===== src/common/aperture_delay_pkg.sv =====
// Purpose: Constants and types for the aperture delay ramp control block
// Assumes: Avalon-MM slave, 32-bit data, byte addressing
// Notes:   Register indexes are kept as printed; byte address is four times the index
package aperture_delay_pkg;

  localparam logic [11:0] ADJUST_INDEX      = 12'h2B5;
  localparam logic [11:0] SLEW_CTRL_INDEX   = 12'h2B8;
  localparam logic [11:0] APPLIED_INDEX     = 12'h2B9;
  localparam logic [13:0] ADJUST_ADDR       = {ADJUST_INDEX, 2'b00};
  localparam logic [13:0] SLEW_CTRL_ADDR    = {SLEW_CTRL_INDEX, 2'b00};
  localparam logic [13:0] APPLIED_ADDR      = {APPLIED_INDEX, 2'b00};

  localparam int          FINE_LSB          = 0;
  localparam int          COARSE_LSB        = 8;
  localparam int          INVERT_BIT        = 16;
  localparam int          SLEW_EN_BIT       = 0;
  localparam int          RATE_SEL_BIT      = 1;
  localparam int          APPLIED_BUSY_BIT  = 8;

  localparam logic [23:0] ADJUST_RESET      = 24'h00_0000;
  localparam logic [7:0]  SLEW_CTRL_RESET   = 8'h00;
  localparam logic [31:0] UNMAPPED_READ     = 32'h0000_0000;

  localparam int          STEP_PERIOD_CYC   = 384;
  localparam int          DIRECT_LIMIT_CYC  = 1536;
  localparam int          DIRECT_DELAY_CYC  = 2;
  localparam logic [7:0]  SLOW_STEP         = 8'h01;
  localparam logic [7:0]  FAST_STEP         = 8'h04;

  typedef struct packed {
    logic       invert;
    logic [7:0] coarse;
    logic [7:0] fine;
  } delay_setting_t;

endpackage : aperture_delay_pkg


===== src/design/aperture_delay_ramp_control.sv =====
// Purpose: Aperture delay control with coarse code slewing
// Assumes: i_clock is the sampling clock domain, synchronous active-low reset
// Notes:   Avalon-MM slave, one wait state on every access
//
// Summary of operation
// - Fine code sets fine delay when autocal off
// - Fine code writes apply anytime, glitch free
// - Slew one or four codes per 384 cycles
// - Rate select matters only with slew enabled
// - Slew off: coarse applied within 1536 cycles
// - Slew on: step gradually, stop at target
// - Coarse code sets coarse delay when autocal off
// - Invert bit inverts the sampling clock
//
// The implementer's own choice: the Avalon-MM register port.
`timescale 1ns/1ps
module aperture_delay_ramp_control
  import aperture_delay_pkg::*;
#(
  parameter int STEP_CYCLES = STEP_PERIOD_CYC
)(
  input  wire logic        i_clock,
  input  wire logic        i_rstn,
  input  wire logic [13:0] i_avs_address,
  input  wire logic        i_avs_read,
  input  wire logic        i_avs_write,
  input  wire logic [31:0] i_avs_writedata,
  input  wire logic [3:0]  i_avs_byteenable,
  input  wire logic        i_sysref_autocal_enable,
  input  wire logic [7:0]  i_autocal_fine,
  input  wire logic [7:0]  i_autocal_coarse,
  output logic      [31:0] o_avs_readdata,
  output logic             o_avs_waitrequest,
  output delay_setting_t   o_delay_setting,
  output logic             o_slew_busy
);

  localparam int CNT_W = $clog2(STEP_CYCLES + 1);
  localparam logic [CNT_W-1:0] STEP_LAST = CNT_W'(STEP_CYCLES - 1);

  typedef enum logic [1:0] {IDLE, DIRECT, SLEW} mode_t;

  logic [23:0]      adjust_r;
  logic [7:0]       slew_ctrl_r;
  logic [7:0]       applied_coarse_r;
  logic [7:0]       applied_coarse_nxt;
  logic [CNT_W-1:0] step_cnt_r;
  logic             ack_r;
  logic             coarse_written;
  logic             step_tick;
  logic             access;
  logic [31:0]      rdata;
  logic [7:0]       target;
  logic [7:0]       step_size;
  logic [7:0]       diff;
  logic [1:0]       direct_cnt_r;
  mode_t            mode_r;

  // A request is taken only while no answer is pending
  assign access = (i_avs_read || i_avs_write) && !ack_r;
  assign target = adjust_r[COARSE_LSB +: 8];

  // One wait state: first cycle asserts waitrequest, second completes
  always_ff @(posedge i_clock)
  begin
    if (!i_rstn)
      ack_r <= 1'b0;
    else
      ack_r <= access;
  end

  // Own flop so the bus sees no logic after the register
  always_ff @(posedge i_clock)
  begin
    if (!i_rstn)
      o_avs_waitrequest <= 1'b1;
    else
      o_avs_waitrequest <= !access;
  end

  // Register writes take effect at the completing edge
  always_ff @(posedge i_clock)
  begin
    if (!i_rstn)
    begin
      adjust_r    <= ADJUST_RESET;
      slew_ctrl_r <= SLEW_CTRL_RESET;
    end
    else if (ack_r && i_avs_write)
    begin
      if (i_avs_address == ADJUST_ADDR)
      begin
        if (i_avs_byteenable[0])
          adjust_r[7:0] <= i_avs_writedata[7:0];
        if (i_avs_byteenable[1])
          adjust_r[15:8] <= i_avs_writedata[15:8];
        if (i_avs_byteenable[2])
          adjust_r[23:16] <= i_avs_writedata[23:16];
      end
      else if (i_avs_address == SLEW_CTRL_ADDR && i_avs_byteenable[0])
        slew_ctrl_r <= i_avs_writedata[7:0];
    end
  end

  // Only a write that carries the coarse byte starts a new sequence
  assign coarse_written = ack_r && i_avs_write && i_avs_address == ADJUST_ADDR
                          && i_avs_byteenable[1];

  always_comb
  begin
    rdata = UNMAPPED_READ;
    case (i_avs_address)
      ADJUST_ADDR:    rdata = {8'h00, adjust_r};
      SLEW_CTRL_ADDR: rdata = {24'h00_0000, slew_ctrl_r};
      APPLIED_ADDR:   rdata = {23'h00_0000, mode_r != IDLE, applied_coarse_r};
      default:        rdata = UNMAPPED_READ;
    endcase
  end

  // Captured at the taking edge so it stands at the completing edge
  always_ff @(posedge i_clock)
  begin
    if (!i_rstn)
      o_avs_readdata <= UNMAPPED_READ;
    else if (access && i_avs_read)
      o_avs_readdata <= rdata;
  end

  // Rate is sampled live; it only acts while in slew mode
  always_comb
  begin
    step_size = slew_ctrl_r[RATE_SEL_BIT] ? FAST_STEP : SLOW_STEP;
    diff = (target > applied_coarse_r) ? target - applied_coarse_r
                                       : applied_coarse_r - target;
    if (diff < step_size)
      step_size = diff;
    applied_coarse_nxt = (target > applied_coarse_r) ? applied_coarse_r + step_size
                                                     : applied_coarse_r - step_size;
  end

  // Step divider: a coarse write restarts it, so every ramp waits a full period
  always_ff @(posedge i_clock)
  begin
    if (!i_rstn)
      step_cnt_r <= '0;
    else if (coarse_written || step_tick)
      step_cnt_r <= '0;
    else if (mode_r == SLEW)
      step_cnt_r <= step_cnt_r + 1'b1;
  end

  assign step_tick = (mode_r == SLEW) && (step_cnt_r == STEP_LAST);

  // Coarse sequencing: a new write restarts the chosen mode
  always_ff @(posedge i_clock)
  begin
    if (!i_rstn)
    begin
      mode_r           <= IDLE;
      applied_coarse_r <= 8'h00;
      direct_cnt_r     <= 2'b00;
    end
    else if (coarse_written)
    begin
      direct_cnt_r <= 2'b00;
      mode_r       <= slew_ctrl_r[SLEW_EN_BIT] ? SLEW : DIRECT;
    end
    else
    begin
      case (mode_r)
        IDLE:
          mode_r <= IDLE;
        DIRECT:
        begin
          // Short settle well inside the 1536-cycle limit
          direct_cnt_r <= direct_cnt_r + 2'b01;
          if (direct_cnt_r == 2'(DIRECT_DELAY_CYC - 1))
          begin
            applied_coarse_r <= target;
            mode_r           <= IDLE;
          end
        end
        SLEW:
        begin
          // Match is tested first, so a write of the present value ends at once
          if (applied_coarse_r == target)
            mode_r <= IDLE;
          else if (step_tick)
            applied_coarse_r <= applied_coarse_nxt;
        end
        default:
          mode_r <= IDLE;
      endcase
    end
  end

  // Autocal overrides manual codes
  always_ff @(posedge i_clock)
  begin
    if (!i_rstn)
      o_delay_setting <= '0;
    else
    begin
      o_delay_setting.invert <= adjust_r[INVERT_BIT];
      o_delay_setting.fine   <= i_sysref_autocal_enable ? i_autocal_fine
                                                        : adjust_r[FINE_LSB +: 8];
      o_delay_setting.coarse <= i_sysref_autocal_enable ? i_autocal_coarse
                                                        : applied_coarse_r;
    end
  end

  // Busy covers both the direct settle and the ramp, so software polls one bit
  always_ff @(posedge i_clock)
  begin
    if (!i_rstn)
      o_slew_busy <= 1'b0;
    else
      o_slew_busy <= (mode_r != IDLE);
  end

endmodule : aperture_delay_ramp_control


===== config.mk =====
export PLATFORM = sky130hd
export DESIGN_NAME = aperture_delay_ramp_control
export DESIGN_NICKNAME = d
export VERILOG_FILES = /design/src/common/aperture_delay_pkg.sv /design/src/design/aperture_delay_ramp_control.sv
export SDC_FILE = /design/constraint.sdc
export NUM_CORES = 1
export LEC_CHECK = 0
export BUFFER_PORTS_ARGS = -buffer_cell sky130_fd_sc_hd__buf_4
export CAP_MARGIN = 20
export CORE_MARGIN = 3
export CORE_UTILIZATION = 30
export DETAILED_ROUTE_END_ITERATION = 7
export PLACE_DENSITY_LB_ADDON = 0.2
export SYNTH_ARGS = -nofsm -noshare
export SYNTH_HDL_FRONTEND = slang
export SYNTH_SLANG_ARGS = --single-unit
export TNS_END_PERCENT = 1

===== constraint.sdc =====
create_clock -name i_clock -period 6.4 [get_ports i_clock]
set_input_delay 0.32 -clock i_clock [delete_from_list [all_inputs] [get_ports i_clock]]
set_output_delay 0.32 -clock i_clock [all_outputs]
set_load 0.05 [all_outputs]

# Word-level counts from Yosys, hierarchy flattened
# Cells that the tools add are included.
[word_totals] regBits=105 inputBits=71 wordCells=76
[classes] add_sub_neg=6 order_cmp=2 n_eq_ne=13 mux=16 n_bitwise=3 reduce_logical=21
[ops] op="$pmux 24 s3" n=1
[ops] op="$mux 8" n=8
[ops] op="$eq 14x12->1 const B" n=3
[ops] op="$sub 8x8->8" n=3
[ops] op="$pmux 8 s2" n=1
[ops] op="$reduce_and 3->1" n=4
[ops] op="$add 9x1->9 const B" n=1
[ops] op="$eq 9x9->1 const B" n=1
[ops] op="$add 8x8->8" n=1
[ops] op="$eq 8x8->1" n=1
[ops] op="$gt 8x8->1" n=1
[ops] op="$lt 8x3->1" n=1
[ops] op="$mux 2" n=4
[ops] op="$logic_and 1x1->1" n=7
[ops] op="$ne 2x2->1 const B" n=3
[ops] op="$reduce_and 5->1" n=1
[ops] op="$eq 2x1->1 const B" n=2
[ops] op="$pmux 2 s2" n=1
[ops] op="$reduce_bool 2->1" n=2
[ops] op="$reduce_or 2->1" n=2
[ops] op="$mux 3" n=1
[ops] op="$ne 3x2->1 const B" n=1
[ops] op="$ne 3x3->1 const B" n=1
[ops] op="$not 1->1" n=3
[ops] op="5 further kinds" n=7

# Depth between registers and ports, before layout
[logic_depth] word_depth=9 ltp_mapped=30 depth_no_buf=30

# Worst setup path before layout
# No wires, ideal clock.
[synth_timing] path_type="register to register" start="reg adjust_r[12]" end="reg applied_coarse_r[7]" setup_ns=0.122 arrival_ns=5.615 path_slack_ns=0.663 stages_incl_launch_ff=30 path_buffers=1 synth_period_minus_slack_ns=5.737 path_cell_list="dfxtp_1 -> inv_1 -> ha_1 -> buf_2 -> nand4_2 -> a21o_1 -> a21oi_4 -> mux2i_1 -> xnor2_1 -> ha_1 -> or2_1 -> nor3_1 -> o22a_1 -> o21ai_0 -> o221ai_1 -> o31ai_2 -> nor2_1 -> mux2i_1 -> inv_1 -> ha_1 -> a21boi_0 -> ha_1 -> a21o_1 -> a21o_1 -> a21o_1 -> a21oi_1 -> o21ai_0 -> xor2_1 -> a31oi_1 -> o22ai_1"
[synth_via] elab_chain_len=9 elab_cells_between_ends=15 classes_between="add/sub: 4; order compare: 2; eq/ne: 2; mux: 6; reduce/logical: 1"
[synth_lines] item="from (decl)" line="aperture_delay_ramp_control.sv:43" rtl="logic [23:0] adjust_r;"
[synth_lines] item="from (signal assigned)" line="aperture_delay_ramp_control.sv:96" rtl="adjust_r[15:8] <= i_avs_writedata[15:8];"
[synth_lines] item="$sub 8x8->8, or another cell as far along" line="aperture_delay_ramp_control.sv:134" rtl=": applied_coarse_r - target;"
[synth_lines] item="$mux 8" line="aperture_delay_ramp_control.sv:133" rtl="diff = (target > applied_coarse_r) ? target - applied_coarse_r"
[synth_lines] item="$lt 8x3->1" line="aperture_delay_ramp_control.sv:135" rtl="if (diff < step_size)"
[synth_lines] item="$mux 8" line="aperture_delay_ramp_control.sv:135"
[synth_lines] item="$sub 8x8->8 or $add 8x8->8 (tied branches)" line="aperture_delay_ramp_control.sv:138, aperture_delay_ramp_control.sv:137"
[synth_lines] item="$mux 8" line="aperture_delay_ramp_control.sv:137" rtl="applied_coarse_nxt = (target > applied_coarse_r) ? applied_coarse_r + step_size"
[synth_lines] item="$mux 8" line="aperture_delay_ramp_control.sv:188" rtl="else if (step_tick)"
[synth_lines] item="$mux 8" line="aperture_delay_ramp_control.sv:186" rtl="if (applied_coarse_r == target)"
[synth_lines] item="$pmux 8 s2" line="aperture_delay_ramp_control.sv:170" rtl="case (mode_r)"
[synth_lines] item="to (signal assigned)" line="aperture_delay_ramp_control.sv:179" rtl="applied_coarse_r <= target;"
[synth_lines] item="to (signal assigned)" line="aperture_delay_ramp_control.sv:189" rtl="applied_coarse_r <= applied_coarse_nxt;"
[synth_lines] item="to (decl)" line="aperture_delay_ramp_control.sv:45" rtl="logic [7:0] applied_coarse_r;"
# Several ways; a longest one is shown, not always the timed one. The select of a mux whose other input is x is not followed.
# A chain may end at the register's enable or synchronous reset.

# Worst setup path after layout
[layout_timing] start="reg adjust_r[11]" end="reg applied_coarse_r[7]"
# Same word-level chain as after synthesis.

==> flow_summary.ini <==
[sta]
fin_crit_sh_pct = 91.8
timing.hold.ws_ns = 0.225
final-setup-viol-count = 0
hold_viol_final = 0
tns_ns = 0
tightest_slew_ns = 0.953
slew_viol_final = 0
skew_ns = 0.00863
rsz0062_at_grt = false
period_needed_ns = 5.87
max-slew-margin-rel_pct = 36.2
max_freq_ghz = 0.170

[worst_setup_path]
critPathMaxFanout = 9
crit_required_ns = 6.63
worst-path-stages = 28
worstSetupStartpointType = register
critPathCapture = applied_coarse_r[7]
crit_family = compound AO/OA/AOI/OAI gates
crit_buf_inv = 2
critPathSlowestCell = ha_2
worst_r2r_endpoint = applied_coarse_r[7]
cp-startpoint = adjust_r[11]
r2r_slack_ns = 0.53
path_common_cell = a21o_1
cp-end-kind = register
r2r_start = adjust_r[11]
r2r_cells = 28
crit_type = register to register
arrival_ns = 6.10
cp_slowest_stage_delay_ns = 0.44

[clocking]
clock-sinks = 97
h-tree-depth = 3
clk_path_buf_depth = 2
cts_buffers = 9
path_clk_slew_ns = 0.07
cts-root-buf = clkbuf_16
cts_hold_buf = 0
cts_tree = built
worstSkewPairLatency_ns = 0.35

[global_route]
met3_usage_pct = 4.83
grt_use_met1_pct = 19.3
antenna_found_initial = 0
grt_pass1_vias = 4626
grt_busiest_layer = met2
grt_max_degree = 88
grt_pass1_wl_um = 23400
grtUsageTotal_pct = 14.9
met2_usage_pct = 23.8
grt_overflow_total = 0

[detailed_routing]
wl_per_cell_um = 15.7
ant_nets = 0
drc = 0
num_vias = 4482
drt_iter0_markers = 207
detail_route.vias_per_cell = 4.89
routed_wl_um = 14400
first_pass_iters = 4

[floorplan]
core-area_sq_um = 16900
ioPinCount = 122
die-area_sq_um = 19200
die_height_um = 138
start_util_pct = 31.2
dieWidth_um = 138
rows = 47

[finish]
final_core_util_pct = 38.7
ff_latch_area_sq_um = 1940
fin_nets = 792
fill_cells = 1727
final_area_sq_um = 6540
multi_input_area_sq_um = 3050
n_antenna_cell = 0
area_growth_syn_to_layout_pct = 24.3
drive_gt1_share_pct = 23.9
final_common_cell = buf_4
final_cell_mix = buf_4 (117), dfxtp_1 (97), nand2_1 (95), mux2i_1 (32), nor2_1 (31)
stdcell_count = 916

[flow_run]
cap_violations = 0

[synthesis]
synth_ff_type = dfxtp_1
ys_warn_count = 0
yosysUniqueCellTypes = 67
synth_edf_count = 0
synth-seq-cells = 97
seq_area_frac_synth_pct = 36.9
syn_inst = 596
syn_avg_cell_area_sq_um = 8.83
syn_area_sq_um = 5260
synthArstFlopShare_pct = 0

[placed_design]
place_congestion = 0.846
place_inst = 900
io_buffers = 104
place_area_sq_um = 6220
hpwl_um = 10800

[power_and_ir_drop]
leakagePower_nw = 2.67
ir_drop_uv = 133
power.density_nw_per_um2 = 193

[run_status]
status = finished, final reports clean

[worst_hold_path]
hold_class = primary input to register
-- flip-flops by register name, indices dropped and copies added (netlist names) --
register           count
adjust_r              24
direct_cnt_r           2
o_delay_setting       17
o_slew_busy            1
mode_r                 2
slew_ctrl_r            8
applied_coarse_r       8
ack_r                  1
o_avs_readdata        24
o_avs_waitrequest      1
step_cnt_r             9
-- synth_stat cells, drive strengths merged (7+ instances only) --
master / number / share of area [%]
a21boi: 41 / 5.8
a21o: 15 / 2.2
a21oi: 18 / 2.0
a221oi: 8 / 1.3
buf: 15 / 2.4
clkbuf: 24 / 1.9
dfxtp: 97 / 37
ha: 26 / 6.2
inv: 25 / 1.8
mux2: 7 / 1.5
mux2i: 32 / 6.1
nand2: 95 / 6.8
nand3: 21 / 2.1
nand4: 7 / 0.95
nor2: 32 / 2.4
nor2b: 30 / 3.6
nor3b: 11 / 1.6
o21ai: 10 / 0.95
xnor2: 8 / 1.3
xor2: 11 / 1.8
-- cell families (layout without fill, tap and decap cells) --
logic type	Yosys count	count (layout)	synth area share (%)
and+or+nand+nor	224	224	21.2
AOI/OAI and AO/OA	122	122	17.5
DFF	97	97	36.9
buffers and inverters	65	158	6.30
muxes	39	39	7.58
adders and majority gates	29	29	7.32
xor gates and xnor gates	19	19	3.16
other	1	8	0.0713
-- worst min-delay path, stage by stage --
cell and delay (ns):
buf_4 0.07, mux2i_1 0.05, nor2b_1 0.09
-- layout make-up --
class / count / area share [%]
Sequential cell: 97 / 29.7
Clock buffer: 11 / 3.87
Multi-Input combinational cell: 441 / 46.7
Inverter: 25 / 1.44
Clock inverter: 4 / 0.440
Timing Repair Buffer: 118 / 13.7
Tap cell: 220 / 4.21
-- layer usage --
metal	share of wire, %	routed length (um)	vias up
li1	-	-	2233
met1	47	6780	2121
met2	45	6490	112
met3	6.6	950	16
met4	1.4	200	0
met5	0	0	-
-- power by group --
group	switching [mW]	internal, mW	total, mW	leakage, nW
logic	0.0787	0.0527	0.131	1.75
clock network	0.234	0.283	0.516	0.134
registers	0.00401	0.612	0.616	0.786
total	0.316	0.948	1.26	2.67
-- stage by stage --
| step | setup slack, ns | power [mW] |
|---|---|---|
| final | 0.528 | 1.26 |
| after global routing | 0.00540 | 1.32 |
| after CTS | 0.283 | 1.28 |
| after detailed placement | 0.339 | 0.762 |
| after global placement | 0.435 | 0.760 |
| after floorplan | 0.663 | 0.710 |
-- how the worst min path moves through the flow --
stage	from	endpoint	slack, ns	cells past startpoint
6_report	i_autocal_coarse[6]	o_delay_setting[14]	0.22	3
5_1_grt	i_avs_writedata[6]	adjust_r[6]	0.23	3
4_1_cts	i_autocal_coarse[6]	o_delay_setting[14]	0.20	3
2_1_floorplan	adjust_r[17]	adjust_r[17]	0.44	2
3_5_place_dp	o_avs_readdata[23]	o_avs_readdata[23]	0.45	2
3_3_place_gp	o_avs_readdata[17]	o_avs_readdata[17]	0.44	2
-- repair_timing --
action	4_1_cts	5_1_grt
gates resized for setup	0	9
setup endpoints to repair	0	3
setup buffers	0	1
Power figures use the tool's default switching activity.
